File: src/core/ctbd_pkg.sv
// package of constants for the charge termination and battery detect block
package ctbd_pkg;
   // clock rate
   localparam longint clk_hz              = 40000000;
   // times in their own units
   localparam longint precharge_time_min  = 30;
   localparam longint fastcharge_time_hr  = 10;
   localparam longint boost_time_min      = 1;
   // counts of cycles derived from the rate
   localparam longint precharge_cycles    = precharge_time_min * 60 * clk_hz;
   localparam longint fastcharge_cycles   = fastcharge_time_hr * 3600 * clk_hz;
   localparam longint boost_cycles        = boost_time_min * 60 * clk_hz;
   // battery detect probe timing
   localparam int     probe_settle_cycles = 64;
   localparam logic [7:0] probe_settle_init = 8'h40;
   // register map
   localparam logic [7:0] reg_ctrl_off    = 8'h00;
   localparam logic [7:0] reg_status_off  = 8'h04;
   localparam logic [7:0] reg_irq_off     = 8'h08;
   localparam logic [7:0] reg_mask_off    = 8'h0c;
   // reset values
   localparam logic [31:0] ctrl_reset     = 32'h0000_0001;
   localparam logic [4:0]  mask_reset     = 5'h00;
   // event bit positions
   localparam int ev_terminated = 0;
   localparam int ev_timeout    = 1;
   localparam int ev_absent     = 2;
   localparam int ev_term_timer_disable_mode_in    = 3;
   localparam int ev_refresh    = 4;
   localparam int ev_count      = 5;
   // charge states
   typedef enum logic [2:0]
   {
      st_idle   = 3'b000,
      st_detect = 3'b001,
      st_charge = 3'b010,
      st_term   = 3'b011,
      st_term_timer_disable_mode   = 3'b100,
      st_fault  = 3'b101
   } ctbd_state_type;
   // detect sub-states
   typedef enum logic [1:0]
   {
      dt_idle   = 2'b00,
      dt_probe  = 2'b01,
      dt_sample = 2'b10,
      dt_done   = 2'b11
   } ctbd_det_type;
endpackage : ctbd_pkg

File: src/core/ctbd_top.sv
// charge termination, battery detect and timer control with axi4-lite registers
`timescale 1ns/1ps
module ctbd_top
#(
   parameter longint precharge_limit  = ctbd_pkg::precharge_cycles,
   parameter longint fastcharge_limit = ctbd_pkg::fastcharge_cycles,
   parameter longint boost_limit      = ctbd_pkg::boost_cycles
)
(
   // clock and reset
   input  wire logic        clock,
   input  wire logic        reset_n,
   // comparator and pin inputs
   input  wire logic        vout_above_rch,
   input  wire logic        iout_below_term,
   input  wire logic        iout_below_term_boost,
   input  wire logic        temp_sense_input,
   input  wire logic        temp_fault,
   input  wire logic        bat_low_precharge,
   input  wire logic        bat_cmp,
   input  wire logic        thermal_reg,
   input  wire logic        input_voltage_power_mgmt,
   input  wire logic        usb_limit,
   // analog controls, status pin and interrupt
   output logic             charge_en,
   output logic             probe_en,
   output logic             term_boost,
   output logic             charge_status_n_o,
   output logic             charge_status_n_oe,
   output logic             irq,
   // axi4-lite slave
   input  wire logic [7:0]  s_axi_awaddr,
   input  wire logic        s_axi_awvalid,
   output logic             s_axi_awready,
   input  wire logic [31:0] s_axi_wdata,
   input  wire logic [3:0]  s_axi_wstrb,
   input  wire logic        s_axi_wvalid,
   output logic             s_axi_wready,
   output logic [1:0]       s_axi_bresp,
   output logic             s_axi_bvalid,
   input  wire logic        s_axi_bready,
   input  wire logic [7:0]  s_axi_araddr,
   input  wire logic        s_axi_arvalid,
   output logic             s_axi_arready,
   output logic [31:0]      s_axi_rdata,
   output logic [1:0]       s_axi_rresp,
   output logic             s_axi_rvalid,
   input  wire logic        s_axi_rready
);
   ////////////////////////////////////////////////////////////////////////////////
   // reset release and input synchronisers
   logic [1:0] rs_r;
   logic       rst_n;
   always_ff @(posedge clock or negedge reset_n)
   begin
      if (!reset_n)
         rs_r <= 2'b00;
      else
         rs_r <= {rs_r[0], 1'b1};
   end
   assign rst_n = rs_r[1];

   localparam int ni = 10;
   logic [ni-1:0] in_raw, s1_r, s2_r;
   assign in_raw = {vout_above_rch, iout_below_term, iout_below_term_boost, temp_sense_input,
                    temp_fault, bat_low_precharge, bat_cmp, thermal_reg,
                    input_voltage_power_mgmt, usb_limit};
   // no reset: the stages fill while reset is held, so idle sees real levels at release
   always_ff @(posedge clock)
   begin
      s1_r <= in_raw;
      s2_r <= s1_r;
   end
   logic v_rch, i_term, i_term_b, ts_high, ts_fault, bat_low, b_cmp, slow;
   assign {v_rch, i_term, i_term_b, ts_high, ts_fault, bat_low, b_cmp} = s2_r[9:3];
   assign slow = |s2_r[2:0];

   ////////////////////////////////////////////////////////////////////////////////
   // detect sub-sequence
   logic det_start, det_done, det_present;
   ctbd_detect u_det
   (
      .clock   (clock),
      .rst_n   (rst_n),
      .start   (det_start),
      .done    (det_done),
      .present (det_present),
      .probe_en(probe_en),
      .bat_cmp (b_cmp)
   );

   ////////////////////////////////////////////////////////////////////////////////
   // main charge state machine
   ctbd_pkg::ctbd_state_type st_r, st_nxt;
   logic        pend_r, pend_nxt;       // detect running
   logic        refresh_r, refresh_nxt; // current cycle is a refresh
   logic        status_r, status_nxt;   // status pin pulled low
   logic        term_timer_disable_mode_exit_r, term_timer_disable_mode_exit_nxt;
   logic [40:0] tmr_r, tmr_nxt;
   logic        half_r, half_nxt;
   logic [31:0] boost_r, boost_nxt;
   logic [ctbd_pkg::ev_count-1:0] ev;
   logic        sw_enable, start_cyc, taper, expired;

   // termination uses the raised threshold during the first minute
   assign term_boost = (boost_r != 32'h0);
   assign taper = v_rch && (term_boost ? i_term_b : i_term);
   assign expired = bat_low ? (tmr_r >= 41'(precharge_limit))
                            : (tmr_r >= 41'(fastcharge_limit));

   always_comb
   begin
      st_nxt        = st_r;
      pend_nxt      = pend_r;
      refresh_nxt   = refresh_r;
      status_nxt    = status_r;
      term_timer_disable_mode_exit_nxt = term_timer_disable_mode_exit_r;
      tmr_nxt       = tmr_r;
      half_nxt      = half_r;
      boost_nxt     = (boost_r != 32'h0) ? boost_r - 32'h1 : 32'h0;
      det_start     = 1'b0;
      start_cyc     = 1'b0;
      ev            = '0;
      if (st_r == ctbd_pkg::st_charge)
      begin
         // slowed modes advance the fast timer every other cycle
         half_nxt = slow ? ~half_r : 1'b0;
         if (!slow || half_r || bat_low)
            tmr_nxt = tmr_r + 41'h1;
      end
      case (st_r)
         ctbd_pkg::st_idle:
         begin
            if (sw_enable && v_rch)
            begin
               st_nxt = ctbd_pkg::st_detect;
               det_start = !ts_fault;
            end
            else if (sw_enable)
               start_cyc = 1'b1;
         end
         ctbd_pkg::st_detect:
         begin
            status_nxt = 1'b0;
            if (ts_high)
            begin
               st_nxt = ctbd_pkg::st_term_timer_disable_mode;
               ev[ctbd_pkg::ev_term_timer_disable_mode_in] = 1'b1;
            end
            else if (ts_fault)
               st_nxt = ctbd_pkg::st_fault;
            else if (!pend_r)
            begin
               det_start = 1'b1;
               pend_nxt  = 1'b1;
            end
            else if (det_done)
            begin
               pend_nxt = 1'b0;
               if (det_present && (term_timer_disable_mode_exit_r || !refresh_r))
               begin
                  start_cyc = 1'b1;
                  term_timer_disable_mode_exit_nxt = 1'b0;
               end
               else if (det_present)
               begin
                  st_nxt = ctbd_pkg::st_term;
                  ev[ctbd_pkg::ev_terminated] = 1'b1;
               end
               else
               begin
                  // a battery put in later starts a fresh cycle, not a refresh
                  ev[ctbd_pkg::ev_absent] = 1'b1;
                  refresh_nxt = 1'b0;
               end
            end
         end
         ctbd_pkg::st_charge:
         begin
            if (ts_high)
            begin
               st_nxt = ctbd_pkg::st_term_timer_disable_mode;
               ev[ctbd_pkg::ev_term_timer_disable_mode_in] = 1'b1;
            end
            else if (ts_fault)
               st_nxt = ctbd_pkg::st_fault;
            else if (expired)
            begin
               st_nxt = ctbd_pkg::st_term;
               status_nxt = 1'b0;
               ev[ctbd_pkg::ev_timeout] = 1'b1;
            end
            else if (taper)
            begin
               st_nxt = ctbd_pkg::st_detect;
               status_nxt = 1'b0;
               refresh_nxt = 1'b1;
            end
         end
         ctbd_pkg::st_term:
         begin
            if (ts_high)
            begin
               st_nxt = ctbd_pkg::st_term_timer_disable_mode;
               ev[ctbd_pkg::ev_term_timer_disable_mode_in] = 1'b1;
            end
            else if (!v_rch)
            begin
               st_nxt = ctbd_pkg::st_charge;
               refresh_nxt = 1'b1;
               tmr_nxt = '0;
               boost_nxt = 32'(boost_limit);
               ev[ctbd_pkg::ev_refresh] = 1'b1;
            end
         end
         ctbd_pkg::st_term_timer_disable_mode:
         begin
            // charging continues without termination, timer cleared
            tmr_nxt = '0;
            if (!ts_high)
            begin
               st_nxt = ctbd_pkg::st_detect;
               term_timer_disable_mode_exit_nxt = 1'b1;
               pend_nxt = 1'b0;
            end
         end
         ctbd_pkg::st_fault:
         begin
            if (!ts_fault)
            begin
               st_nxt = ctbd_pkg::st_detect;
               pend_nxt = 1'b0;
               refresh_nxt = 1'b0;
            end
         end
         default: st_nxt = ctbd_pkg::st_idle;
      endcase
      if (start_cyc)
      begin
         st_nxt = ctbd_pkg::st_charge;
         status_nxt = 1'b1;
         refresh_nxt = 1'b0;
         tmr_nxt = '0;
         half_nxt = 1'b0;
         boost_nxt = 32'(boost_limit);
      end
      if (!sw_enable)
      begin
         st_nxt = ctbd_pkg::st_idle;
         status_nxt = 1'b0;
         pend_nxt = 1'b0;
         refresh_nxt = 1'b0;
      end
   end

   always_ff @(posedge clock or negedge rst_n)
   begin
      if (!rst_n)
      begin
         st_r        <= ctbd_pkg::st_idle;
         pend_r      <= 1'b0;
         refresh_r   <= 1'b0;
         status_r    <= 1'b0;
         term_timer_disable_mode_exit_r <= 1'b0;
         tmr_r       <= '0;
         half_r      <= 1'b0;
         boost_r     <= 32'h0;
      end
      else
      begin
         st_r        <= st_nxt;
         pend_r      <= pend_nxt;
         refresh_r   <= refresh_nxt;
         status_r    <= status_nxt;
         term_timer_disable_mode_exit_r <= term_timer_disable_mode_exit_nxt;
         tmr_r       <= tmr_nxt;
         half_r      <= half_nxt;
         boost_r     <= boost_nxt;
      end
   end

   assign charge_en = (st_r == ctbd_pkg::st_charge) || (st_r == ctbd_pkg::st_term_timer_disable_mode);
   assign charge_status_n_o  = 1'b0;
   assign charge_status_n_oe = status_r;

   ////////////////////////////////////////////////////////////////////////////////
   // registers: ctrl bit0 enable, status, sticky events, mask
   logic [31:0] ctrl_r, ctrl_nxt;
   logic [4:0]  irq_r, irq_nxt, mask_r, mask_nxt;
   logic        bvalid_r, bvalid_nxt, rvalid_r, rvalid_nxt;
   logic [1:0]  bresp_r, bresp_nxt, rresp_r, rresp_nxt;
   logic [31:0] rdata_r, rdata_nxt;
   logic        wr_go, rd_go;
   assign sw_enable = ctrl_r[0];
   // write waits for both channels so they may come in either order
   assign wr_go = s_axi_awvalid && s_axi_wvalid && !bvalid_r;
   assign rd_go = s_axi_arvalid && !rvalid_r;
   assign s_axi_awready = wr_go;
   assign s_axi_wready  = wr_go;
   assign s_axi_arready = rd_go;

   always_comb
   begin
      ctrl_nxt   = ctrl_r;
      mask_nxt   = mask_r;
      irq_nxt    = irq_r;
      bvalid_nxt = bvalid_r && !s_axi_bready;
      bresp_nxt  = bresp_r;
      rvalid_nxt = rvalid_r && !s_axi_rready;
      rresp_nxt  = rresp_r;
      rdata_nxt  = rdata_r;
      if (wr_go)
      begin
         bvalid_nxt = 1'b1;
         bresp_nxt  = 2'b00;
         case (s_axi_awaddr)
            ctbd_pkg::reg_ctrl_off: if (s_axi_wstrb[0]) ctrl_nxt = {31'h0, s_axi_wdata[0]};
            ctbd_pkg::reg_irq_off:  if (s_axi_wstrb[0]) irq_nxt = irq_r & ~s_axi_wdata[4:0];
            ctbd_pkg::reg_mask_off: if (s_axi_wstrb[0]) mask_nxt = s_axi_wdata[4:0];
            ctbd_pkg::reg_status_off: bresp_nxt = 2'b00;
            default: bresp_nxt = 2'b10;
         endcase
      end
      // set wins over a clear in the same cycle
      irq_nxt = irq_nxt | ev;
      if (rd_go)
      begin
         rvalid_nxt = 1'b1;
         rresp_nxt  = 2'b00;
         case (s_axi_araddr)
            ctbd_pkg::reg_ctrl_off:   rdata_nxt = ctrl_r;
            ctbd_pkg::reg_status_off: rdata_nxt = {24'h0, charge_en, status_r,
                                                  1'b0, pend_r, 1'b0, st_r};
            ctbd_pkg::reg_irq_off:    rdata_nxt = {27'h0, irq_r};
            ctbd_pkg::reg_mask_off:   rdata_nxt = {27'h0, mask_r};
            default:
            begin
               rdata_nxt = 32'h0;
               rresp_nxt = 2'b10;
            end
         endcase
      end
   end

   always_ff @(posedge clock or negedge rst_n)
   begin
      if (!rst_n)
      begin
         ctrl_r   <= ctbd_pkg::ctrl_reset;
         mask_r   <= ctbd_pkg::mask_reset;
         irq_r    <= 5'h00;
         bvalid_r <= 1'b0;
         bresp_r  <= 2'b00;
         rvalid_r <= 1'b0;
         rresp_r  <= 2'b00;
         rdata_r  <= 32'h0;
      end
      else
      begin
         ctrl_r   <= ctrl_nxt;
         mask_r   <= mask_nxt;
         irq_r    <= irq_nxt;
         bvalid_r <= bvalid_nxt;
         bresp_r  <= bresp_nxt;
         rvalid_r <= rvalid_nxt;
         rresp_r  <= rresp_nxt;
         rdata_r  <= rdata_nxt;
      end
   end
   assign s_axi_bvalid = bvalid_r;
   assign s_axi_bresp  = bresp_r;
   assign s_axi_rvalid = rvalid_r;
   assign s_axi_rresp  = rresp_r;
   assign s_axi_rdata  = rdata_r;
   assign irq = |(irq_r & mask_r);

   ////////////////////////////////////////////////////////////////////////////////
   // assertions
   property p_taper_release;
      @(posedge clock) disable iff (!rst_n)
      (st_r == ctbd_pkg::st_charge && sw_enable && !ts_high && !ts_fault && !expired && taper)
      |=> (!charge_status_n_oe && st_r == ctbd_pkg::st_detect);
   endproperty
   a_taper_release: assert property (p_taper_release) else $error("taper no release");
   property p_term_no_charge;
      @(posedge clock) disable iff (!rst_n)
      (st_r == ctbd_pkg::st_term) |-> !charge_en;
   endproperty
   a_term_no_charge: assert property (p_term_no_charge) else $error("charge in term");
   property p_ts_term_timer_disable_mode;
      @(posedge clock) disable iff (!rst_n)
      (st_r == ctbd_pkg::st_charge && ts_high && sw_enable) |=> (st_r == ctbd_pkg::st_term_timer_disable_mode);
   endproperty
   a_ts_term_timer_disable_mode: assert property (p_ts_term_timer_disable_mode) else $error("no term_timer_disable_mode entry");
   property p_absent_released;
      @(posedge clock) disable iff (!rst_n)
      (st_r == ctbd_pkg::st_detect) |-> !charge_status_n_oe;
   endproperty
   a_absent_released: assert property (p_absent_released) else $error("pin low in detect");
   property p_no_probe_term_timer_disable_mode;
      @(posedge clock) disable iff (!rst_n)
      (st_r == ctbd_pkg::st_term_timer_disable_mode) |-> !det_start;
   endproperty
   a_no_probe_term_timer_disable_mode: assert property (p_no_probe_term_timer_disable_mode) else $error("detect in term_timer_disable_mode");
   property p_term_timer_disable_mode_timer;
      @(posedge clock) disable iff (!rst_n)
      (st_r == ctbd_pkg::st_term_timer_disable_mode) |=> (tmr_r == 41'h0);
   endproperty
   a_term_timer_disable_mode_timer: assert property (p_term_timer_disable_mode_timer) else $error("timer runs in term_timer_disable_mode");
   property p_refresh_pin;
      @(posedge clock) disable iff (!rst_n)
      (st_r == ctbd_pkg::st_term && !v_rch && !ts_high && sw_enable)
      |=> (st_r == ctbd_pkg::st_charge && !charge_status_n_oe);
   endproperty
   a_refresh_pin: assert property (p_refresh_pin) else $error("refresh wrong");
   property p_boost_start;
      @(posedge clock) disable iff (!rst_n)
      start_cyc |=> ##1 term_boost;
   endproperty
   a_boost_start: assert property (p_boost_start) else $error("no boost");
   property p_probe_result;
      @(posedge clock) disable iff (!rst_n)
      det_start |-> ##[1:80] det_done;
   endproperty
   a_probe_result: assert property (p_probe_result) else $error("detect hung");
endmodule : ctbd_top

File: src/core/ctbd_detect.sv
// battery detect probe sequencer
`timescale 1ns/1ps
module ctbd_detect
(
   // clock and reset
   input  wire logic clock,
   input  wire logic rst_n,
   // request and answer
   input  wire logic start,
   output logic      done,
   output logic      present,
   // analog probe
   output logic      probe_en,
   input  wire logic bat_cmp
);
   ctbd_pkg::ctbd_det_type st_r, st_nxt;
   logic [7:0] cnt_r, cnt_nxt;
   logic       pres_r, pres_nxt;

   ////////////////////////////////////////////////////////////////////////////////
   // probe drives, waits for settling, then samples the comparator
   always_comb
   begin
      st_nxt   = st_r;
      cnt_nxt  = cnt_r;
      pres_nxt = pres_r;
      case (st_r)
         ctbd_pkg::dt_idle:
         begin
            if (start)
            begin
               st_nxt  = ctbd_pkg::dt_probe;
               cnt_nxt = ctbd_pkg::probe_settle_init;
            end
         end
         ctbd_pkg::dt_probe:
         begin
            if (cnt_r == 8'h00)
               st_nxt = ctbd_pkg::dt_sample;
            else
               cnt_nxt = cnt_r - 8'h01;
         end
         ctbd_pkg::dt_sample:
         begin
            pres_nxt = bat_cmp;
            st_nxt   = ctbd_pkg::dt_done;
         end
         ctbd_pkg::dt_done:  st_nxt = ctbd_pkg::dt_idle;
         default:            st_nxt = ctbd_pkg::dt_idle;
      endcase
   end

   always_ff @(posedge clock or negedge rst_n)
   begin
      if (!rst_n)
      begin
         st_r   <= ctbd_pkg::dt_idle;
         cnt_r  <= 8'h00;
         pres_r <= 1'b0;
      end
      else
      begin
         st_r   <= st_nxt;
         cnt_r  <= cnt_nxt;
         pres_r <= pres_nxt;
      end
   end

   // probe sources only a small current so the output stays usable
   assign probe_en = (st_r == ctbd_pkg::dt_probe) || (st_r == ctbd_pkg::dt_sample);
   assign done     = (st_r == ctbd_pkg::dt_done);
   assign present  = pres_r;
endmodule : ctbd_detect

File: config.mk
export PLATFORM = sky130hd
export DESIGN_NAME = ctbd_top
export DESIGN_NICKNAME = d
export VERILOG_FILES = /design/src/core/ctbd_pkg.sv /design/src/core/ctbd_top.sv /design/src/core/ctbd_detect.sv
export SDC_FILE = /design/constraint.sdc
export NUM_CORES = 1
export LEC_CHECK = 0
export BUFFER_PORTS_ARGS = -buffer_cell sky130_fd_sc_hd__buf_2
export CAP_MARGIN = 20
export CORE_ASPECT_RATIO = 1.4
export CORE_UTILIZATION = 51
export CTS_CLUSTER_DIAMETER = 80
export DETAILED_ROUTE_END_ITERATION = 10
export GPL_TIMING_DRIVEN = 0
export PLACE_DENSITY = 0.74
export SLEW_MARGIN = 20
export SYNTH_ARGS = -nofsm -noshare
export SYNTH_HDL_FRONTEND = slang
export SYNTH_SLANG_ARGS = --single-unit
File: constraint.sdc
create_clock -name clock -period 4.2 [get_ports clock]
set_clock_uncertainty 0.2 [all_clocks]
set_input_delay 0.42 -clock clock [delete_from_list [all_inputs] [get_ports clock]]
set_output_delay 0.42 -clock clock [all_outputs]
set_load 0.05 [all_outputs]
* Word-level counts from Yosys, hierarchy flattened *
Index checks and enable logic that the tools add are counted.
Widths: inputs -> output; s select.

word-level totals
  input port bits = 69
  register bits after elaboration = 163

operators by class
  equality and inequality tests = 52
  mux-type cells = 121
  add/sub/neg operators = 3
  order comparisons = 2
  bitwise gates (word level) = 5
  reduce and logical (&&, ||, !) cells = 43

operators by type and width
  operator               count
  $mux 41                5
  $mux 32                5
  $pmux 41 s2            1
  $mux 1                 74
  $ne 4x4->1 const B     15
  $mux 3                 17
  $add 41x1->41 const B  1
  $ge 41x37->1 const B   1
  $ge 41x41->1 const B   1
  $eq 8x4->1 const B     4
  $pmux 8 s4             1
  $reduce_bool 32->1     1
  $sub 32x1->32 const B  1
  $logic_not 8->1        3
  $ne 6x6->1 const B     3
  $pmux 3 s6             1
  $eq 8x3->1 const B     2
  $mux 8                 2
  $ne 2x2->1 const B     8
  $pmux 8 s2             1
  $mux 5                 3
  $reduce_and 14->1      1
  $ne 3x3->1 const B     4
  $and 5x5->5            2
  36 further kinds       69

* Longest topological paths before layout *
  word-level depth = 11
  gate-level depth with buffers = 10
  depth with buffers taken out = 10

* Modules after synthesis *
Synthesis repeated with hierarchy kept, for this count alone.

unflattened totals
  cells, all modules = 722
  area total of the unflattened synthesis = 6964.2 µm²

by module, submodules not included
  module       times used  area an instance (µm²)  cells an instance
  ctbd_top     1           6160.9                  638
  ctbd_detect  1           803.3                   84

* Least setup slack after synthesis *
Ideal clock, no wire load.

  path kind = reg-to-reg
  start point = register st_r[0]
  end point = register tmr_r[35]
  cell stages (with the launch flop) = 10
  period minus slack after synthesis = 2.786 ns
  buffers on the path = 1
  library setup time = 0.132 ns
  arrival time = 2.454 ns
  slack = 1.414 ns
  cells stage by stage = dfrtp_1 -> buf_2 -> or3b_4 -> a21oi_2 -> nand3_1 -> or4_4 -> or3_4 -> nor2_2 -> xnor2_1 -> nor2_1

between the ends
  longest elaborated chain between the ends = 6

ends and longest elaborated chain
  element                   line             text
  start: declaration        ctbd_top.sv:94   ctbd_pkg::ctbd_state_type st_r, st_nxt;
  start signal: assignment  ctbd_top.sv:260  st_r <= ctbd_pkg::st_idle;
  start signal: assignment  ctbd_top.sv:271  st_r <= st_nxt;
  $eq 3x2->1                ctbd_top.sv:124  if (st_r == ctbd_pkg::st_charge)
  $mux 41                   ctbd_top.sv:124
  $mux 41                   ctbd_top.sv:207  else if (!v_rch)
  $mux 41                   ctbd_top.sv:202  if (ts_high)
  $pmux 41 s2               ctbd_top.sv:131  case (st_r)
  $mux 41 *                 ctbd_top.sv:238  if (start_cyc)
  via tmr_nxt[35]           ctbd_top.sv:99   logic [40:0] tmr_r, tmr_nxt;
  end signal: assignment    ctbd_top.sv:276  tmr_r <= tmr_nxt;
  end: declaration          ctbd_top.sv:99

The timed path passes the listed nets; every way through them passes the cells marked *.
A chain may end at the register's enable or synchronous reset.

* Worst setup path after layout *
  start point = register boost_r[2]
  end point = output port term_boost

between the ends
  longest elaborated chain between the ends = 1

ends and longest elaborated chain
  element                   line             text
  start: declaration        ctbd_top.sv:101  logic [31:0] boost_r, boost_nxt;
  start signal: assignment  ctbd_top.sv:278  boost_r <= boost_nxt;
  $reduce_bool 32->1        ctbd_top.sv:106  assign term_boost = (boost_r != 32'h0);
  end: declaration          ctbd_top.sv:27   output logic term_boost,

Every way passes these cells.

==> results.py <==
metrics = {
    "yosys": {
        "postSynth.asyncResetShare_pct": 85.3,
        "yosysUniqueCellTypes": 65,
        "ys_seq_area_share_pct": 49.0,
        "synthCells": 713,
        "yosys_warnings": 0,
        "synth_seq_cells": 136,
        "synth_area_per_cell_um2": 9.45,
        "synth_edf_count": 0,
        "synth_top_flop_cell": "dfrtp_1",
        "synth_area_um2": 6740,
    },
    "timing": {
        "rsz0062_at_grt": "false",
        "post-route-period-util_pct": 79.5,
        "hold_violations": 0,
        "fmax_ghz": 0.299,
        "relSlewSlack_pct": 47.7,
        "period_needed_ns": 3.34,
        "tightest_slew_ns": 0.774,
        "holdWs_ns": 0.0260,
        "final_max_slew_viol_count": 0,
        "setup_violations": 0,
    },
    "cells_and_area": {
        "layout-drive-gt1-share_pct": 17.7,
        "area_growth_pct": 21.2,
        "diodes": 0,
        "final_nets": 910,
        "multi_input_area_um2": 3160,
        "seq_area_um2": 3310,
        "fill_cells": 1057,
    },
    "global_route": {
        "grt-busiest-layer": "met2",
        "antenna_found_initial": 0,
        "use_met2_pct": 40.3,
        "use_met3_pct": 5.76,
        "grtUsageMet1_pct": 25.5,
        "grt_overflow": 0,
        "grt_max_degree": 52,
        "grt_pass1_vias": 5380,
        "grtUsageTotal_pct": 22.5,
        "grt_first_pass_wirelength_mm": 24.7,
    },
    "floorplanning": {
        "core_area_um2": 12900,
        "io_pins": 116,
        "die_h_um": 138,
        "placementRows": 49,
        "start_util_pct": 52.3,
        "die_width_um": 99.1,
        "die-area_um2": 13700,
    },
    "power_and_ir_drop": {
        "seq_power_share_pct": 40.2,
        "power_switching_uw": 1020,
        "netSwitchingFraction_pct": 27.1,
        "p_int_uw": 2730,
        "p_leak_uw": 0.00364,
        "clock_power_share_pct": 44.3,
        "comb_power_share_pct": 15.6,
        "powerDensity_nw_per_um2": 459,
        "power_uw": 3740,
        "ir_worst_vdd_v": 0.000415,
    },
    "critical_path": {
        "end_kind": "primary output",
        "worstPathArrival_ns": 2.72,
        "cp_max_fo": 10,
        "worstSetupPathType": "flop to primary output",
        "critPathRequiredTime_ns": 3.58,
        "worst_setup_path_start_kind": "flop",
    },
    "run": {
        "cap_violations": 0,
    },
    "route": {
        "dr_total_vias": 5418,
        "wire_per_inst_um": 14.6,
        "drtAntennaViolNets": 0,
        "first_pass_iters": 7,
        "route.detailed.drc": 0,
        "drt_iter0_drc": 263,
        "wl_mm": 14.6,
        "viasPerCell": 5.44,
    },
    "clock_network": {
        "clk_pin_slew_worst_paths_ns": 0.06,
        "h-tree-depth": 4,
        "clk_latency_ns": 0.43,
        "cts_resized": 0,
        "cts_made_buffers": 17,
        "cts_tree": "yes",
        "clock-root-buffer": "clkbuf_16",
        "cts_num_sinks": 136,
        "clk_path_buf_depth": 2,
    },
    "worst_hold_path": {
        "min_path_type": "flop to asynchronous set/reset pin",
    },
    "placement": {
        "gp_congestion": 0.857,
        "numPortBuffers": 56,
        "dp_hpwl_mm": 10.4,
    },
    "run_status": {
        "outcome": "completed",
    },
}
==> cell type report <==
class                      count  share of cell area (%)
sequential                   136                    40.5
inverter                      22                    1.01
multi-input combinational    534                    38.7
clock inverter                11                    2.36
buffer                        48                    3.56
tap                          153                    2.35
timing repair buffer          71                    5.70
clock buffer                  21                    5.76
==> state kept, by name, indices dropped and copies added, names as in the netlist, 5 cells and up <==
register     count
s1_r            10
s2_r            10
u_det.cnt_r      8
s_axi_rdata      7
boost_r         32
mask_r           5
irq_r            5
tmr_r           41
==> power by group through the flow <==
stage | registers, uW | clock network, uW | logic [uW]
floorplan | 1530 | 0 | 433
global placement | 1540 | 0 | 522
detailed placement | 1530 | 0 | 572
CTS | 1500 | 1680 | 585
global route | 1520 | 1730 | 649
finish | 1500 | 1660 | 584
==> layer usage <==
metal	wire length [um]	vias to the layer above
met5	0	-
met4	333	0
met3	627	38
met2	7740	157
met1	5880	2611
li1	-	2612
==> final timing paths <==
check | startpoint | end | depth (start not counted) | slack [ns]
worst min-delay path | rs_r[1] | s_axi_bvalid | 0 | 0.03
max in group asynchronous | rs_r[1] | boost_r[5] | 1 | 3.22
worst min register to register | rs_r[1] | s_axi_bvalid | 0 | 0.03
min in group clock | s_axi_wdata[2] | mask_r[2] | 2 | 0.04
worst max register to register | st_r[0] | tmr_r[40] | 9 | 0.95
worst max-delay path | boost_r[2] | term_boost | 6 | 0.86
==> logic make-up (layout without fill, tap and decap cells) <==
logic type / after synthesis / count (layout) / synth area share, %
other: 2 / 29 / 0.111
buffers and inverters: 70 / 173 / 5.53
DFF: 136 / 136 / 49.0
xor gates and xnor gates: 73 / 73 / 9.49
AOI/OAI and AO/OA: 84 / 84 / 7.71
adders and majority gates: 11 / 11 / 2.04
muxes: 16 / 16 / 2.80
and+or+nand+nor: 321 / 321 / 23.3
==> placed cells by master (no fill, tap or decap), types with 3 or more instances in the layout <==
| cell type | count |
|---|---|
| or2_2 | 3 |
| ha_1 | 11 |
| nor3b_1 | 3 |
| clkbuf_1 | 16 |
| dfrtp_1 | 114 |
| dlygate4sd3_1 | 13 |
| buf_4 | 29 |
| nand3b_1 | 3 |
| conb_1 | 29 |
| nor4_1 | 16 |
| clkbuf_16 | 17 |
| nor2b_1 | 8 |
| or3_1 | 8 |
| xnor2_1 | 38 |
| nor3_1 | 19 |
| buf_2 | 57 |
| and3_1 | 6 |
| o31ai_1 | 5 |
| a31oi_1 | 4 |
| a21oi_1 | 17 |
| or4_1 | 5 |
| nand2_1 | 72 |
| nand3_1 | 26 |
| xor2_1 | 35 |
| bufinv_16 | 5 |
| nor2_2 | 3 |
| o21ai_0 | 31 |
| inv_1 | 22 |
| buf_1 | 3 |
| nand2b_1 | 7 |
| clkbuf_8 | 3 |
| o21a_1 | 3 |
| dfxtp_1 | 20 |
| mux2_2 | 13 |
| nand4_1 | 14 |
| a22oi_1 | 4 |
| nor2_1 | 112 |
| nor4bb_1 | 3 |
==> Yosys cell counts, types with 4 or more instances <==
cell type | instances | area (um2)
dfrtp_1 | 115 | 2880
nor2_1 | 112 | 420
nand2_1 | 72 | 270
xnor2_1 | 38 | 333
xor2_1 | 35 | 307
o21ai_0 | 31 | 155
buf_4 | 29 | 218
nand3_1 | 26 | 130
inv_1 | 22 | 82.6
dfxtp_1 | 20 | 400
nor3_1 | 19 | 95.1
a21oi_1 | 17 | 85.1
nor4_1 | 16 | 100
clkbuf_1 | 15 | 56.3
nand4_1 | 14 | 87.6
mux2_2 | 13 | 146
ha_1 | 11 | 138
nor2b_1 | 8 | 50.1
or3_1 | 8 | 50.1
nand2b_1 | 7 | 43.8
and3_1 | 6 | 37.5
o31ai_1 | 5 | 37.5
or4_1 | 5 | 37.5
a22oi_1 | 4 | 30.0
a31oi_1 | 4 | 25.0
==> repair_timing <==
action                                 4_1_cts  5_1_grt
endpoints found under the hold margin       14        0
hold buffers                                13        0
setup buffers                                0        0
==> critical path, cell delays in order (launching register included) <==
cell	delay, ns
dfrtp_1	0.41
nor3_1	0.54
nand4_1	0.18
nor4_1	0.39
clkbuf_1	0.36
inv_1	0.17
buf_2	0.25
==> metrics by stage <==
stage	area (um2)	std cells	util [%]	TNS [ns]	setup slack, ns
2_1_floorplan	6840	740	-	0	0.531
3_5_place_dp	7370	951	57.2	0	0.968
4_1_cts	8160	996	63.4	0	0.848
3_3_place_gp	7310	949	56.8	-76.04	-0.682
5_1_grt	8160	996	63.4	0	0.613
6_report	8160	996	63.4	0	0.860
Power figures use the tool's default switching activity.
